<file path="config.mk">
export PLATFORM = sky130hd
export DESIGN_NAME = rtc_update_core
export DESIGN_NICKNAME = d
export VERILOG_FILES = /design/src/pkg/rtc_update_pkg.sv /design/src/design/rtc_update_core.sv
export SDC_FILE = /design/constraint.sdc
export NUM_CORES = 1
export LEC_CHECK = 0
export BUFFER_PORTS_ARGS = -buffer_cell sky130_fd_sc_hd__buf_2
export CAP_MARGIN = 10
export CORE_ASPECT_RATIO = 1.25
export CORE_MARGIN = 2
export CORE_UTILIZATION = 55
export DETAILED_ROUTE_END_ITERATION = 8
export GPL_TIMING_DRIVEN = 0
export PLACE_DENSITY = 0.74
export SKIP_CTS_REPAIR_TIMING = 1
export SLEW_MARGIN = 0
export SYNTH_ARGS = -nofsm -noshare
export SYNTH_HDL_FRONTEND = slang
export SYNTH_SLANG_ARGS = --single-unit
</file>
<file path="constraint.sdc">
create_clock -name core_clk -period 23.8 [get_ports core_clk]
set_clock_uncertainty 0.1 [all_clocks]
set_input_delay 3.57 -clock core_clk [delete_from_list [all_inputs] [get_ports core_clk]]
set_output_delay 3.57 -clock core_clk [all_outputs]
set_load 0.01 [all_outputs]
</file>
<file path="src/pkg/rtc_update_pkg.sv">
package rtc_update_pkg;
   // Register word indices; each register sits in one aligned word at byte 4*index
   localparam logic [7:0] idx_seconds     = 8'h10;
   localparam logic [7:0] idx_sec_alarm   = 8'h11;
   localparam logic [7:0] idx_minutes     = 8'h12;
   localparam logic [7:0] idx_min_alarm   = 8'h13;
   localparam logic [7:0] idx_hours       = 8'h14;
   localparam logic [7:0] idx_hrs_alarm   = 8'h15;
   localparam logic [7:0] idx_day_week    = 8'h16;
   localparam logic [7:0] idx_day_month   = 8'h17;
   localparam logic [7:0] idx_month       = 8'h18;
   localparam logic [7:0] idx_year        = 8'h19;
   localparam logic [7:0] idx_ctrl_a      = 8'h1a;
   localparam logic [7:0] idx_ctrl_b      = 8'h1b;
   localparam logic [7:0] idx_status_c    = 8'h1c;
   // Field positions
   localparam int unsigned bit_update_pending = 7;
   localparam int unsigned bit_irq_summary    = 7;
   localparam int unsigned bit_alarm_flag     = 5;
   localparam int unsigned bit_uend_flag      = 4;
   localparam int unsigned bit_hold           = 7;
   localparam int unsigned bit_alarm_en       = 5;
   localparam int unsigned bit_uend_en        = 4;
   localparam int unsigned bit_encoding       = 2;
   localparam int unsigned bit_hour24         = 1;
   // Reset values
   localparam logic [7:0] rst_ctrl_a     = 8'h20;
   localparam logic [7:0] rst_ctrl_b     = 8'h02;
   localparam logic [7:0] rst_seconds    = 8'h00;
   localparam logic [7:0] rst_day_week   = 8'h01;
   localparam logic [7:0] rst_day_month  = 8'h01;
   localparam logic [7:0] rst_month      = 8'h01;
   localparam logic [7:0] rst_year       = 8'h00;
   // Time base: 15-bit divider of the 32.768 kHz link clock
   localparam int unsigned div_width       = 15;
   localparam int unsigned pend_lead_ticks = 8;   // ~244.1 us
   localparam int unsigned cmp_lag_ticks   = 1;   // ~30.5 us
   localparam logic [14:0] div_incr_point  = 15'h7fff;
   localparam logic [14:0] div_pend_point  = 15'h7fff - 15'(pend_lead_ticks);
   // Bus response codes
   localparam logic [1:0] resp_okay   = 2'b00;
   localparam logic [1:0] resp_slverr = 2'b10;
endpackage

</file>
<file path="src/design/rtc_update_core.sv">
`timescale 1ns/10ps
// Notes on behaviour
// - One update per second while hold bit clear and 32k time base is present.
// - Writing hold bit 1 aborts running update and blocks new ones.
// - Update increments seconds, carrying into minutes up through year.
// - All seven counters advance on one tick, rollover in same step.
// - One 32k period after increment, compare alarm and set alarm flag.
// - Alarm matches only when seconds, minutes and hours all equal.
// - Update cycle spans increment to compare; reads meanwhile may be undefined.
// - Pending bit rises eight 32k periods before increment, falls at cycle end.
// - Update-ended flag set on completion of each update cycle.
// - Control B enable bits gate alarm and update-ended onto summary flag.
// - Source flags set on events regardless of enables.
// - Enabling a source whose flag is set raises summary at once.
// - Summary stays high while any source has flag and enable set.
// - Summary flag reads in bit 7 of status register C.
// - Reading status C clears all set flags and the summary flag.
// - Status C double latched; events during read posted after it.
// - With alarm enabled, alarm recurs daily at programmed time.
// - Alarm registers change only by host writes.
// - Register port is the host bus; single-read cost is host's concern.
// - Pending bit is bit 7 of read-only control A at 0x1a.
// - 1 Hz tick derived from 32.768 kHz by a 15-bit divider.
// - Control B bit 2 selects BCD (0) or binary (1) counting.
module rtc_update_core
   import rtc_update_pkg::*;
#(
   parameter int unsigned div_bits = div_width
)
(
   input  wire logic        core_clk,
   input  wire logic        rst,
   input  wire logic        clk32k,
   input  wire logic [7:0]  s_axi_awaddr,
   input  wire logic        s_axi_awvalid,
   output logic             s_axi_awready,
   input  wire logic [31:0] s_axi_wdata,
   input  wire logic [3:0]  s_axi_wstrb,
   input  wire logic        s_axi_wvalid,
   output logic             s_axi_wready,
   output logic [1:0]       s_axi_bresp,
   output logic             s_axi_bvalid,
   input  wire logic        s_axi_bready,
   input  wire logic [7:0]  s_axi_araddr,
   input  wire logic        s_axi_arvalid,
   output logic             s_axi_arready,
   output logic [31:0]      s_axi_rdata,
   output logic [1:0]       s_axi_rresp,
   output logic             s_axi_rvalid,
   input  wire logic        s_axi_rready,
   output logic             irq_summary_flag
);

   typedef enum logic [1:0] {
      seq_idle    = 2'b00,
      seq_pending = 2'b01,
      seq_compare = 2'b11
   } seq_state_t;

   // Divider end points; pending leads the increment by a fixed tick count
   localparam logic [div_bits-1:0] div_last_count = '1;
   localparam logic [div_bits-1:0] div_pend_count = div_last_count - div_bits'(pend_lead_ticks);

   // Counter index: 0 sec,1 min,2 hour,3 dow,4 dom,5 month,6 year
   logic [7:0]       time_reg [7];
   logic [7:0]       alarm_reg [3];
   logic [7:0]       ctrl_b_reg;
   logic             alarm_match_flag_reg;
   logic             uend_flag_reg;
   logic             alarm_post_reg;
   logic             uend_post_reg;
   logic             irq_reg;
   seq_state_t       seq_reg;
   logic [div_bits-1:0] div_reg;
   logic [2:0]       sync_reg;
   logic             clk32k_lvl_reg;
   logic             tick32;
   logic             update_pending_flag;
   logic             hold_bit;
   logic             bin_mode;
   logic             inc_now;
   logic             cmp_now;
   logic             stat_read;
   logic [7:0]       time_next [7];

   // Write channel bookkeeping
   logic             aw_held_reg;
   logic             w_held_reg;
   logic [7:0]       waddr_reg;
   logic [31:0]      wdata_reg;
   logic [3:0]       wstrb_reg;
   logic             wr_go;

   assign hold_bit            = ctrl_b_reg[bit_hold];
   assign bin_mode            = ctrl_b_reg[bit_encoding];
   assign update_pending_flag = (seq_reg != seq_idle);

   // Three-stage sampler on the 32k pin; level moves only once stages two and three agree
   always_ff @(posedge core_clk or posedge rst) begin
      if (rst) begin
         sync_reg       <= 3'b000;
         clk32k_lvl_reg <= 1'b0;
      end else begin
         sync_reg       <= {sync_reg[1:0], clk32k};
         clk32k_lvl_reg <= (sync_reg[1] == sync_reg[2]) ? sync_reg[2] : clk32k_lvl_reg;
      end
   end
   assign tick32 = sync_reg[1] & sync_reg[2] & ~clk32k_lvl_reg;

   // 15-bit prescaler; parked while hold is set so restart is a full second
   always_ff @(posedge core_clk or posedge rst) begin
      if (rst) begin
         div_reg <= '0;
      end else if (hold_bit) begin
         div_reg <= '0;
      end else if (tick32) begin
         div_reg <= div_reg + div_bits'(1);
      end
   end

   assign inc_now = tick32 && !hold_bit && (div_reg == div_last_count);
   assign cmp_now = tick32 && !hold_bit && (seq_reg == seq_compare);

   // Update sequencer: pending, increment, compare
   always_ff @(posedge core_clk or posedge rst) begin
      if (rst) begin
         seq_reg <= seq_idle;
      end else if (hold_bit) begin
         seq_reg <= seq_idle;
      end else if (tick32) begin
         unique case (seq_reg)
            seq_idle: begin
               if (div_reg == div_pend_count) begin
                  seq_reg <= seq_pending;
               end
            end
            seq_pending: begin
               if (div_reg == div_last_count) begin
                  seq_reg <= seq_compare;
               end
            end
            seq_compare: begin
               seq_reg <= seq_idle;
            end
         endcase
      end
   end

   // Counting helpers for either encoding
   function automatic logic [7:0] to_bin(input logic [7:0] v, input logic bin);
      to_bin = bin ? v : ({4'h0, v[7:4]} * 8'd10) + {4'h0, v[3:0]};
   endfunction
   function automatic logic [7:0] from_bin(input logic [7:0] v, input logic bin);
      from_bin = bin ? v : {4'(v / 8'd10), 4'(v % 8'd10)};
   endfunction
   function automatic logic [7:0] month_days(input logic [7:0] m, input logic [7:0] y);
      if (m == 8'd2) begin
         return (y[1:0] == 2'b00) ? 8'd29 : 8'd28;
      end
      return (m == 8'd4 || m == 8'd6 || m == 8'd9 || m == 8'd11) ? 8'd30 : 8'd31;
   endfunction

   // Cascade of carries, all evaluated for one common step
   always_comb begin
      logic [7:0] s, mi, h, dw, dm, mo, yr, hb;
      logic       pm, h12, c;
      s  = to_bin(time_reg[0], bin_mode);
      mi = to_bin(time_reg[1], bin_mode);
      h12 = !ctrl_b_reg[bit_hour24];
      pm = h12 & time_reg[2][7];
      h  = to_bin({1'b0, time_reg[2][6:0]}, bin_mode);
      dw = time_reg[3];
      dm = to_bin(time_reg[4], bin_mode);
      mo = to_bin(time_reg[5], bin_mode);
      yr = to_bin(time_reg[6], bin_mode);
      c  = 1'b0;
      s  = s + 8'd1;
      if (s >= 8'd60) begin
         s = 8'd0;
         mi = mi + 8'd1;
      end
      if (mi >= 8'd60) begin
         mi = 8'd0;
         if (h12) begin
            if (h == 8'd11) begin
               h = 8'd12;
               c = pm;
               pm = ~pm;
            end else if (h == 8'd12) begin
               h = 8'd1;
            end else begin
               h = h + 8'd1;
            end
         end else begin
            h = h + 8'd1;
            if (h >= 8'd24) begin
               h = 8'd0;
               c = 1'b1;
            end
         end
      end
      if (c) begin
         dw = (dw >= 8'd7) ? 8'd1 : dw + 8'd1;
         if (dm >= month_days(mo, yr)) begin
            dm = 8'd1;
            mo = mo + 8'd1;
         end else begin
            dm = dm + 8'd1;
         end
         if (mo > 8'd12) begin
            mo = 8'd1;
            yr = (yr >= 8'd99) ? 8'd0 : yr + 8'd1;
         end
      end
      hb = from_bin(h, bin_mode);
      time_next[0] = from_bin(s, bin_mode);
      time_next[1] = from_bin(mi, bin_mode);
      time_next[2] = {pm, hb[6:0]};
      time_next[3] = dw;
      time_next[4] = from_bin(dm, bin_mode);
      time_next[5] = from_bin(mo, bin_mode);
      time_next[6] = from_bin(yr, bin_mode);
   end

   // Write path: address and data accepted in either order
   always_ff @(posedge core_clk or posedge rst) begin
      if (rst) begin
         aw_held_reg <= 1'b0;
         w_held_reg  <= 1'b0;
         waddr_reg   <= '0;
         wdata_reg   <= '0;
         wstrb_reg   <= '0;
      end else begin
         if (s_axi_awvalid && s_axi_awready) begin
            aw_held_reg <= 1'b1;
            waddr_reg   <= s_axi_awaddr;
         end else if (wr_go) begin
            aw_held_reg <= 1'b0;
         end
         if (s_axi_wvalid && s_axi_wready) begin
            w_held_reg <= 1'b1;
            wdata_reg  <= s_axi_wdata;
            wstrb_reg  <= s_axi_wstrb;
         end else if (wr_go) begin
            w_held_reg <= 1'b0;
         end
      end
   end
   assign wr_go = aw_held_reg && w_held_reg && !s_axi_bvalid;

   // Ready outputs come from flops: open while nothing is held
   always_ff @(posedge core_clk or posedge rst) begin
      if (rst) begin
         s_axi_awready <= 1'b0;
         s_axi_wready  <= 1'b0;
      end else begin
         s_axi_awready <= !(aw_held_reg || (s_axi_awvalid && s_axi_awready)) || wr_go;
         s_axi_wready  <= !(w_held_reg || (s_axi_wvalid && s_axi_wready)) || wr_go;
      end
   end

   // Write response
   always_ff @(posedge core_clk or posedge rst) begin
      if (rst) begin
         s_axi_bvalid <= 1'b0;
         s_axi_bresp  <= resp_okay;
      end else if (wr_go) begin
         s_axi_bvalid <= 1'b1;
         s_axi_bresp  <= (waddr_reg[1:0] == 2'b00 && waddr_reg[7:2] >= 6'(idx_seconds)
                          && waddr_reg[7:2] <= 6'(idx_status_c)) ? resp_okay : resp_slverr;
      end else if (s_axi_bready) begin
         s_axi_bvalid <= 1'b0;
      end
   end

   // Host writes to control B; hold bit stops the sequencer at once
   always_ff @(posedge core_clk or posedge rst) begin
      if (rst) begin
         ctrl_b_reg <= rst_ctrl_b;
      end else if (wr_go && wstrb_reg[0] && waddr_reg[7:2] == 6'(idx_ctrl_b)) begin
         ctrl_b_reg <= {wdata_reg[7:4], 1'b0, wdata_reg[2:1], 1'b0};
      end
   end

   // Alarm bytes: only the host changes them
   always_ff @(posedge core_clk or posedge rst) begin
      if (rst) begin
         alarm_reg <= '{default: 8'h00};
      end else if (wr_go && wstrb_reg[0]) begin
         if (waddr_reg[7:2] == 6'(idx_sec_alarm)) alarm_reg[0] <= wdata_reg[7:0];
         if (waddr_reg[7:2] == 6'(idx_min_alarm)) alarm_reg[1] <= wdata_reg[7:0];
         if (waddr_reg[7:2] == 6'(idx_hrs_alarm)) alarm_reg[2] <= wdata_reg[7:0];
      end
   end

   // Time counters: host write wins over the increment of the same byte
   genvar gi;
   generate
      for (gi = 0; gi < 7; gi++) begin : g_time
         localparam logic [7:0] my_idx = (gi == 0) ? idx_seconds : (gi == 1) ? idx_minutes :
                                         (gi == 2) ? idx_hours : 8'(idx_day_week + 8'(gi - 3));
         localparam logic [7:0] my_rst = (gi == 3) ? rst_day_week : (gi == 4) ? rst_day_month :
                                         (gi == 5) ? rst_month : rst_seconds;
         always_ff @(posedge core_clk or posedge rst) begin
            if (rst) begin
               time_reg[gi] <= my_rst;
            end else if (wr_go && wstrb_reg[0] && waddr_reg[7:2] == 6'(my_idx)) begin
               time_reg[gi] <= wdata_reg[7:0];
            end else if (inc_now) begin
               time_reg[gi] <= time_next[gi];
            end
         end
      end
   endgenerate

   // A status C read is the accepted read handshake on its address
   assign stat_read = s_axi_arvalid && s_axi_arready && (s_axi_araddr[7:2] == 6'(idx_status_c));

   // Source flags with double latching: events during a read are posted after
   always_ff @(posedge core_clk or posedge rst) begin
      if (rst) begin
         alarm_match_flag_reg <= 1'b0;
         uend_flag_reg        <= 1'b0;
         alarm_post_reg       <= 1'b0;
         uend_post_reg        <= 1'b0;
      end else begin
         alarm_post_reg <= stat_read && cmp_now && alarm_reg[0] == time_reg[0]
                           && alarm_reg[1] == time_reg[1] && alarm_reg[2] == time_reg[2];
         uend_post_reg  <= stat_read && cmp_now;
         if (stat_read) begin
            alarm_match_flag_reg <= 1'b0;
            uend_flag_reg        <= 1'b0;
         end else begin
            if ((cmp_now && alarm_reg[0] == time_reg[0] && alarm_reg[1] == time_reg[1]
                 && alarm_reg[2] == time_reg[2]) || alarm_post_reg) begin
               alarm_match_flag_reg <= 1'b1;
            end
            if (cmp_now || uend_post_reg) begin
               uend_flag_reg <= 1'b1;
            end
         end
      end
   end

   // Summary flag tracks enabled sources; a read clears it with the flags
   always_ff @(posedge core_clk or posedge rst) begin
      if (rst) begin
         irq_reg <= 1'b0;
      end else if (stat_read) begin
         irq_reg <= 1'b0;
      end else begin
         irq_reg <= (alarm_match_flag_reg & ctrl_b_reg[bit_alarm_en])
                  | (uend_flag_reg & ctrl_b_reg[bit_uend_en]);
      end
   end
   assign irq_summary_flag = irq_reg;

   // Read path: one word per read, answer the cycle after the address is taken
   always_ff @(posedge core_clk or posedge rst) begin
      if (rst) begin
         s_axi_arready <= 1'b0;
         s_axi_rvalid  <= 1'b0;
         s_axi_rdata   <= '0;
         s_axi_rresp   <= resp_okay;
      end else begin
         s_axi_arready <= !s_axi_rvalid;
         if (s_axi_arvalid && s_axi_arready) begin
            s_axi_arready <= 1'b0;
            s_axi_rvalid  <= 1'b1;
            s_axi_rresp   <= resp_okay;
            s_axi_rdata   <= '0;
            unique case (s_axi_araddr[7:2])
               6'(idx_seconds):   s_axi_rdata[7:0] <= time_reg[0];
               6'(idx_minutes):   s_axi_rdata[7:0] <= time_reg[1];
               6'(idx_hours):     s_axi_rdata[7:0] <= time_reg[2];
               6'(idx_day_week):  s_axi_rdata[7:0] <= time_reg[3];
               6'(idx_day_month): s_axi_rdata[7:0] <= time_reg[4];
               6'(idx_month):     s_axi_rdata[7:0] <= time_reg[5];
               6'(idx_year):      s_axi_rdata[7:0] <= time_reg[6];
               6'(idx_sec_alarm): s_axi_rdata[7:0] <= alarm_reg[0];
               6'(idx_min_alarm): s_axi_rdata[7:0] <= alarm_reg[1];
               6'(idx_hrs_alarm): s_axi_rdata[7:0] <= alarm_reg[2];
               6'(idx_ctrl_a):    s_axi_rdata[7:0] <= {update_pending_flag, rst_ctrl_a[6:0]};
               6'(idx_ctrl_b):    s_axi_rdata[7:0] <= ctrl_b_reg;
               6'(idx_status_c):  s_axi_rdata[7:0] <= {irq_reg, 1'b0, alarm_match_flag_reg,
                                                      uend_flag_reg, 4'h0};
               default:           s_axi_rresp <= resp_slverr;
            endcase
         end else if (s_axi_rvalid && s_axi_rready) begin
            s_axi_rvalid  <= 1'b0;
            s_axi_arready <= 1'b1;
         end
      end
   end

endmodule

</file>
==> results of run 1 <==
[final timing paths]
path,startpoint,end,slack [ns],cells past startpoint
min in group asynchronous,rst,div_reg[0],3.15,2
setup / recovery,ctrl_b_reg[2],time_reg[18],12.66,34
max in group asynchronous,rst,ctrl_b_reg[1],19.60,3
hold reg to reg,sync_reg[0],sync_reg[1],0.27,0
setup reg to reg,ctrl_b_reg[2],time_reg[18],12.66,34
hold / removal,sync_reg[0],sync_reg[1],0.27,0
[layout make-up]
type | instances | share of cell area (%)
sequential | 146 | 24.46
clock inverter | 15 | 1.247
inverter | 46 | 1.188
clock buffer | 17 | 2.844
multi-input combinational | 1383 | 62.11
tap | 330 | 2.761
timing repair buffer | 47 | 1.723
buffer | 109 | 3.664
[power groups by stage]
stage	clock network [uW]	logic [uW]	registers, uW
3_5_place_dp	0	1110	419
6_report	274	1140	421
2_1_floorplan	0	855	377
5_1_grt	286	1260	426
3_3_place_gp	0	1090	416
4_1_cts	276	1120	415
[per-layer routing]
layer / global-route usage [%] / share of wire, %
met1: 45.21 / 40
met2: 56.80 / 46
met3: 6.340 / 7.8
met4: 20.62 / 6.4
met5: 0 / 0
[cell families after synthesis]
family / count (synthesis) / share of synthesized area, %
multiplexers: 69 / 5.586
flip-flops: 146 / 26.95
AO/OA/AOI/OAI: 526 / 27.29
XOR/XNOR: 82 / 5.291
other: 1 / 0.02763
AND/OR/NAND/NOR: 600 / 21.62
adder cells (fa/ha/maj): 80 / 7.918
buffers and inverters: 155 / 5.309
[worst max-delay path, delay by kind of cell (launching register included)]
kind / cells / cell delay, ns
buf+inv: 14 / 5.92
compound gates: 11 / 2.87
mux: 2 / 0.59
fa+ha+maj: 2 / 0.44
simple gates: 4 / 0.44
flops: 1 / 0.42
xor+xnor: 1 / 0.19
[cells in the mapped netlist (15+ instances only)]
library cell    n
a211oi_1       26
a21o_1         15
a21oi_1       111
a221oi_1       20
a22oi_1        19
a31oi_1        23
and2_1         29
and3_1         15
buf_4          30
clkbuf_1       58
dfrtp_1       142
ha_1           65
inv_1          45
mux2_2         53
mux2i_1        15
nand2_1       183
nand2b_1       27
nand3_1        49
nor2_1        143
nor2b_1        19
nor3_1         32
nor4_1         20
o211ai_1       23
o21ai_0       112
or3_1          17
xnor2_1        33
xor2_1         49
[cell usage in the layout (no fill, tap or decap), drive strengths merged, types with 12 or more instances in the layout]
master	n
dfrtp	142
a211oi	29
nor3	34
o31ai	12
mux2	54
a22o	14
and2	31
or3	17
a221oi	21
nand3	49
nor2b	20
conb	26
mux2i	15
o21a	13
xnor2	33
buf	98
nand2b	27
and3	15
nor4	23
inv	52
a31oi	25
clkbuf	75
o211ai	23
nand4	13
o21ai	126
a21oi	113
a21o	15
nand2	183
xor2	49
nor2	143
ha	65
a22oi	20
[stage by stage]
step / util (%) / area, um^2 / hold slack [ns] / setup slack, ns
after floorplan: - / 13670 / 0.2312 / 16.21
after global placement: 58.79 / 14310 / 0.2367 / 13.11
after detailed placement: 58.92 / 14340 / 0.2490 / 13.06
after CTS: 61.44 / 14960 / 0.2650 / 12.97
after global routing: 61.44 / 14960 / 0.2665 / 12.05
final: 61.44 / 14960 / 0.2673 / 12.66
==> impl_metrics.tcl, run 1 <==
set metrics [dict create \
    outcome "completed" \
    clkPwrFrac_pct 14.9 \
    grt_max_degree 76 \
    rows 64 \
    ios 102 \
    max-vdd-ir-drop_mv 0.07301 \
    largest_reg_flops 56 \
    antennaDiodeCount 0 \
    first_pass_iters 6 \
    syn_to_final_growth_pct 10.18 \
    die_h_um 179.6 \
    synth_enable_flop_cells 0 \
    cts-root-buf "clkbuf_16" \
    avgSynthCellArea_um2 8.182 \
    synthCells 1659 \
    portBuffers 46 \
    totalPowerFinal_uw 1836 \
    drtIter0Drc 1273 \
    dr_total_vias 13710 \
    p_comb_share_pct 62.1 \
    start_kind "flip-flop" \
    initial_utilization_pct 55.76 \
    fin_cells 2093 \
    path_class "reg -> reg" \
    synthesis.area_um2 13570 \
    yosys.cell_types.count 106 \
    postRouteAntennaNets 0 \
    clk_pin_slew_ns 0.07 \
    yosys.area.top_type_share_pct 26.18 \
    design.core.area_um2 24340 \
    synth_area_leaders "dfrtp_1 (26%), ha_1 (6.0%), nand2_1 (5.1%), mux2_2 (4.4%), o21ai_0 (4.1%)" \
    synth_top_area_cell "dfrtp_1" \
    end_kind "flip-flop" \
    cts-buffers-inserted 17 \
    htreeDepth 4 \
    p_leak_uw 0.006544 \
    critPathMaxStageDelay_ns 0.72 \
    relSlewSlack_pct 16.17 \
    dieArea_um2 25960 \
    final_layout_size_suffix_gt1_share_pct 12.59 \
    dp_hpwl_mm 34.95 \
    slew_viol_final 0 \
    grt_pass1_vias 13160 \
    globalplace.congestion 1.028 \
    drc 0 \
    via_per_inst 6.552 \
    power.switching_uw 950.5 \
    antenna_found_initial 0 \
    final.setup.tns_ns 0 \
    post-route-min-period_ns 11.14 \
    pwr-share-seq_pct 22.9 \
    cts_tree "built" \
    clock.fmax_mhz 89.80 \
    seqCellArea_um2 3659 \
    clockBufferDepth 2 \
    ys_seq_area_share_pct 26.95 \
    fin_nets 1886 \
    finalCritPeriodShare_pct 46.79 \
    gr-usage-all-layers_pct 35.67 \
    grt.overflow.total 0 \
    critPathRequiredTime_ns 24.00 \
    wirelength_mm 45.73 \
    cts.sinks 146 \
    fillCellCount 2249 \
    dp.cells 2061 \
    grt_pass1_wl_mm 72.29 \
    rsz0062_at_grt "false" \
    setup_viol 0 \
    ys.flop_type "dfrtp_1" \
    ys_warn_count 0 \
    final_hold_viol_count 0 \
    worstSkewPairLatency_ns 0.44 \
    path_max_fanout 10 \
    multi_input_area_um2 9289 \
    powerDensity_nw_per_um2 122.8 \
    worst_slew_pin_slew_ns 1.248 \
    synth_seq_cells 146 \
    async_reset_ff_share_pct 100.0 \
    die_x_um 144.5 \
    hold_class "reg -> reg" \
    cellInternalPower_uw 885.6 \
    maxCapViolations 0 \
    power.share.switching_pct 51.77 \
    cp_slowest_cell "buf_1" \
    wire_per_inst_um 21.85 \
    cp.arrival_ns 11.34 \
]
(Power assumes the default switching activity.)
==> inputs of run 2 (changes only) <==
--- a/config.mk
+++ b/config.mk
@@ -12,7 +12,7 @@
 export CORE_UTILIZATION = 55
 export DETAILED_ROUTE_END_ITERATION = 8
 export GPL_TIMING_DRIVEN = 0
-export PLACE_DENSITY = 0.74
+export PLACE_DENSITY = 0.77
 export SKIP_CTS_REPAIR_TIMING = 1
 export SLEW_MARGIN = 0
 export SYNTH_ARGS = -nofsm -noshare
==> constraint.sdc (replaced) <==
create_clock -name core_clk -period 9.57 [get_ports core_clk]
set_clock_uncertainty 0.1 [all_clocks]
set_input_delay 1.4355 -clock core_clk [delete_from_list [all_inputs] [get_ports core_clk]]
set_output_delay 1.4355 -clock core_clk [all_outputs]
set_load 0.01 [all_outputs]
==> run 2 against run 1 <==
  * Power up 150%
  * Flip-flop and latch count unchanged
  * Worst hold slack better by 0.011 ns
  * Combinational power rose to 2.5 times the previous value
  * Critical path type unchanged
  * Critical endpoint unchanged
  * Largest power group unchanged
==> impl_metrics.tcl, run 2 (synthesis results as in run 1) <==
set metrics [dict create \
    first_pass_iters 8 \
    antennaDiodeCount 0 \
    dp_hpwl_mm 34.46 \
    cp.arrival_ns 8.98 \
    portBuffers 46 \
    htreeDepth 4 \
    rsz0062_at_grt "false" \
    layout_commonest_cell "nand2_1" \
    fin_nets 1883 \
    start_kind "flip-flop" \
    layout_common_cells "nand2_1 (183), nor2_1 (143), dfrtp_1 (142)" \
    hold_end "sync_reg[1]" \
    cts-buffers-inserted 17 \
    grt_max_degree 95 \
    max-vdd-ir-drop_mv 0.1926 \
    maxCapViolations 0 \
    outcome "completed" \
    path_class "reg -> reg" \
    die_x_um 144.5 \
    worstHoldStart "sync_reg[0]" \
    worstHoldPathCells 0 \
    final_hold_viol_count 0 \
    hold_class "reg -> reg" \
    ios 102 \
    post-route-min-period_ns 8.777 \
    cts-root-buf "clkbuf_16" \
    setup_viol 0 \
    cp_common_cell "buf_2" \
    cp_num_buf_inv 11 \
    reg2reg_from "ctrl_b_reg[2]" \
    antenna_found_initial 0 \
    p_leak_uw 0.006542 \
    wire_per_inst_um 21.68 \
    path_max_fanout 28 \
    drc 0 \
    clock.fmax_mhz 113.9 \
    relSlewSlack_pct 23.68 \
    totalPowerFinal_uw 4574 \
    rows 64 \
    dieArea_um2 25960 \
    cts_tree "built" \
    r2r_slack_ns 0.79 \
    design.core.area_um2 24340 \
    cts.sinks 146 \
    worst_hold_slack_ns 0.2781 \
    crit-reg2reg-capture "time_reg[18]" \
    worstSkewPairLatency_ns 0.44 \
    syn_to_final_growth_pct 9.872 \
    end_kind "flip-flop" \
    drtIter0Drc 1302 \
    cp_top_family "buffers and inverters" \
    wirelength_mm 45.31 \
    via_per_inst 6.589 \
    postRouteAntennaNets 0 \
    final_layout_size_suffix_gt1_share_pct 12.78 \
    clockBufferDepth 2 \
    path_depth 30 \
    gr-usage-all-layers_pct 35.50 \
    grt_pass1_vias 13160 \
    worst_slew_pin_slew_ns 1.136 \
    initial_utilization_pct 55.76 \
    finalCritPeriodShare_pct 91.72 \
    globalplace.congestion 1.028 \
    slew_viol_final 0 \
    grt.overflow.total 0 \
    dp.cells 2061 \
    die_h_um 179.6 \
    critPathMaxStageDelay_ns 0.56 \
    largest_reg_flops 56 \
    critPathRequiredTime_ns 9.77 \
    fin_cells 2090 \
    cp_slowest_cell "o31ai_1" \
    grt_pass1_wl_mm 71.79 \
    final.setup.tns_ns 0 \
    powerDensity_nw_per_um2 306.7 \
    clk_pin_slew_ns 0.07 \
    dr_total_vias 13770 \
    reg2regPathDepth 30 \
]
[run 2: through the flow]
stage / utilization (%) / setup WS [ns] / area [um^2]
3_3_place_gp: 58.79 / -1.009 / 14310
2_1_floorplan: - / 2.040 / 13670
4_1_cts: 61.28 / -1.172 / 14920
5_1_grt: 61.27 / 0.2355 / 14910
3_5_place_dp: 58.92 / -1.131 / 14340
6_report: 61.27 / 0.7925 / 14910
[run 2: how the worst max path moves through the flow]
stage | endpoint | slack [ns] | from
final | time_reg[18] | 0.79 | ctrl_b_reg[2]
after global routing | time_reg[18] | 0.24 | ctrl_b_reg[2]
after CTS | time_reg[18] | -1.17 | ctrl_b_reg[2]
after global placement | time_reg[34] | -1.01 | ctrl_b_reg[2]
after detailed placement | time_reg[34] | -1.13 | ctrl_b_reg[2]
after floorplan | time_reg[18] | 2.04 | ctrl_b_reg[2]
[run 2: area by class of cell]
class	count	area, um^2
inverters	46	177.7
repair buffers	47	257.7
multi-input cells	1383	9289
fillers	2194	9429
flip-flops and latches	146	3659
plain buffers	106	545.5
clock inverters	14	133.9
clock buffers	18	439.2
well taps	330	412.9
[run 2: power by group]
part | internal, uW | switching [uW]
registers | 784 | 265
logic | 1060 | 1800
clock network | 353 | 308
[run 2: per-layer routing]
layer | vias up | track usage (%) | wire [um]
met5 | - | 0 | 0
met4 | 0 | 20.74 | 2767
met3 | 168 | 6.340 | 3829
met2 | 711 | 56.85 | 21240
met1 | 6602 | 44.59 | 17480
li1 | 6290 | - | -
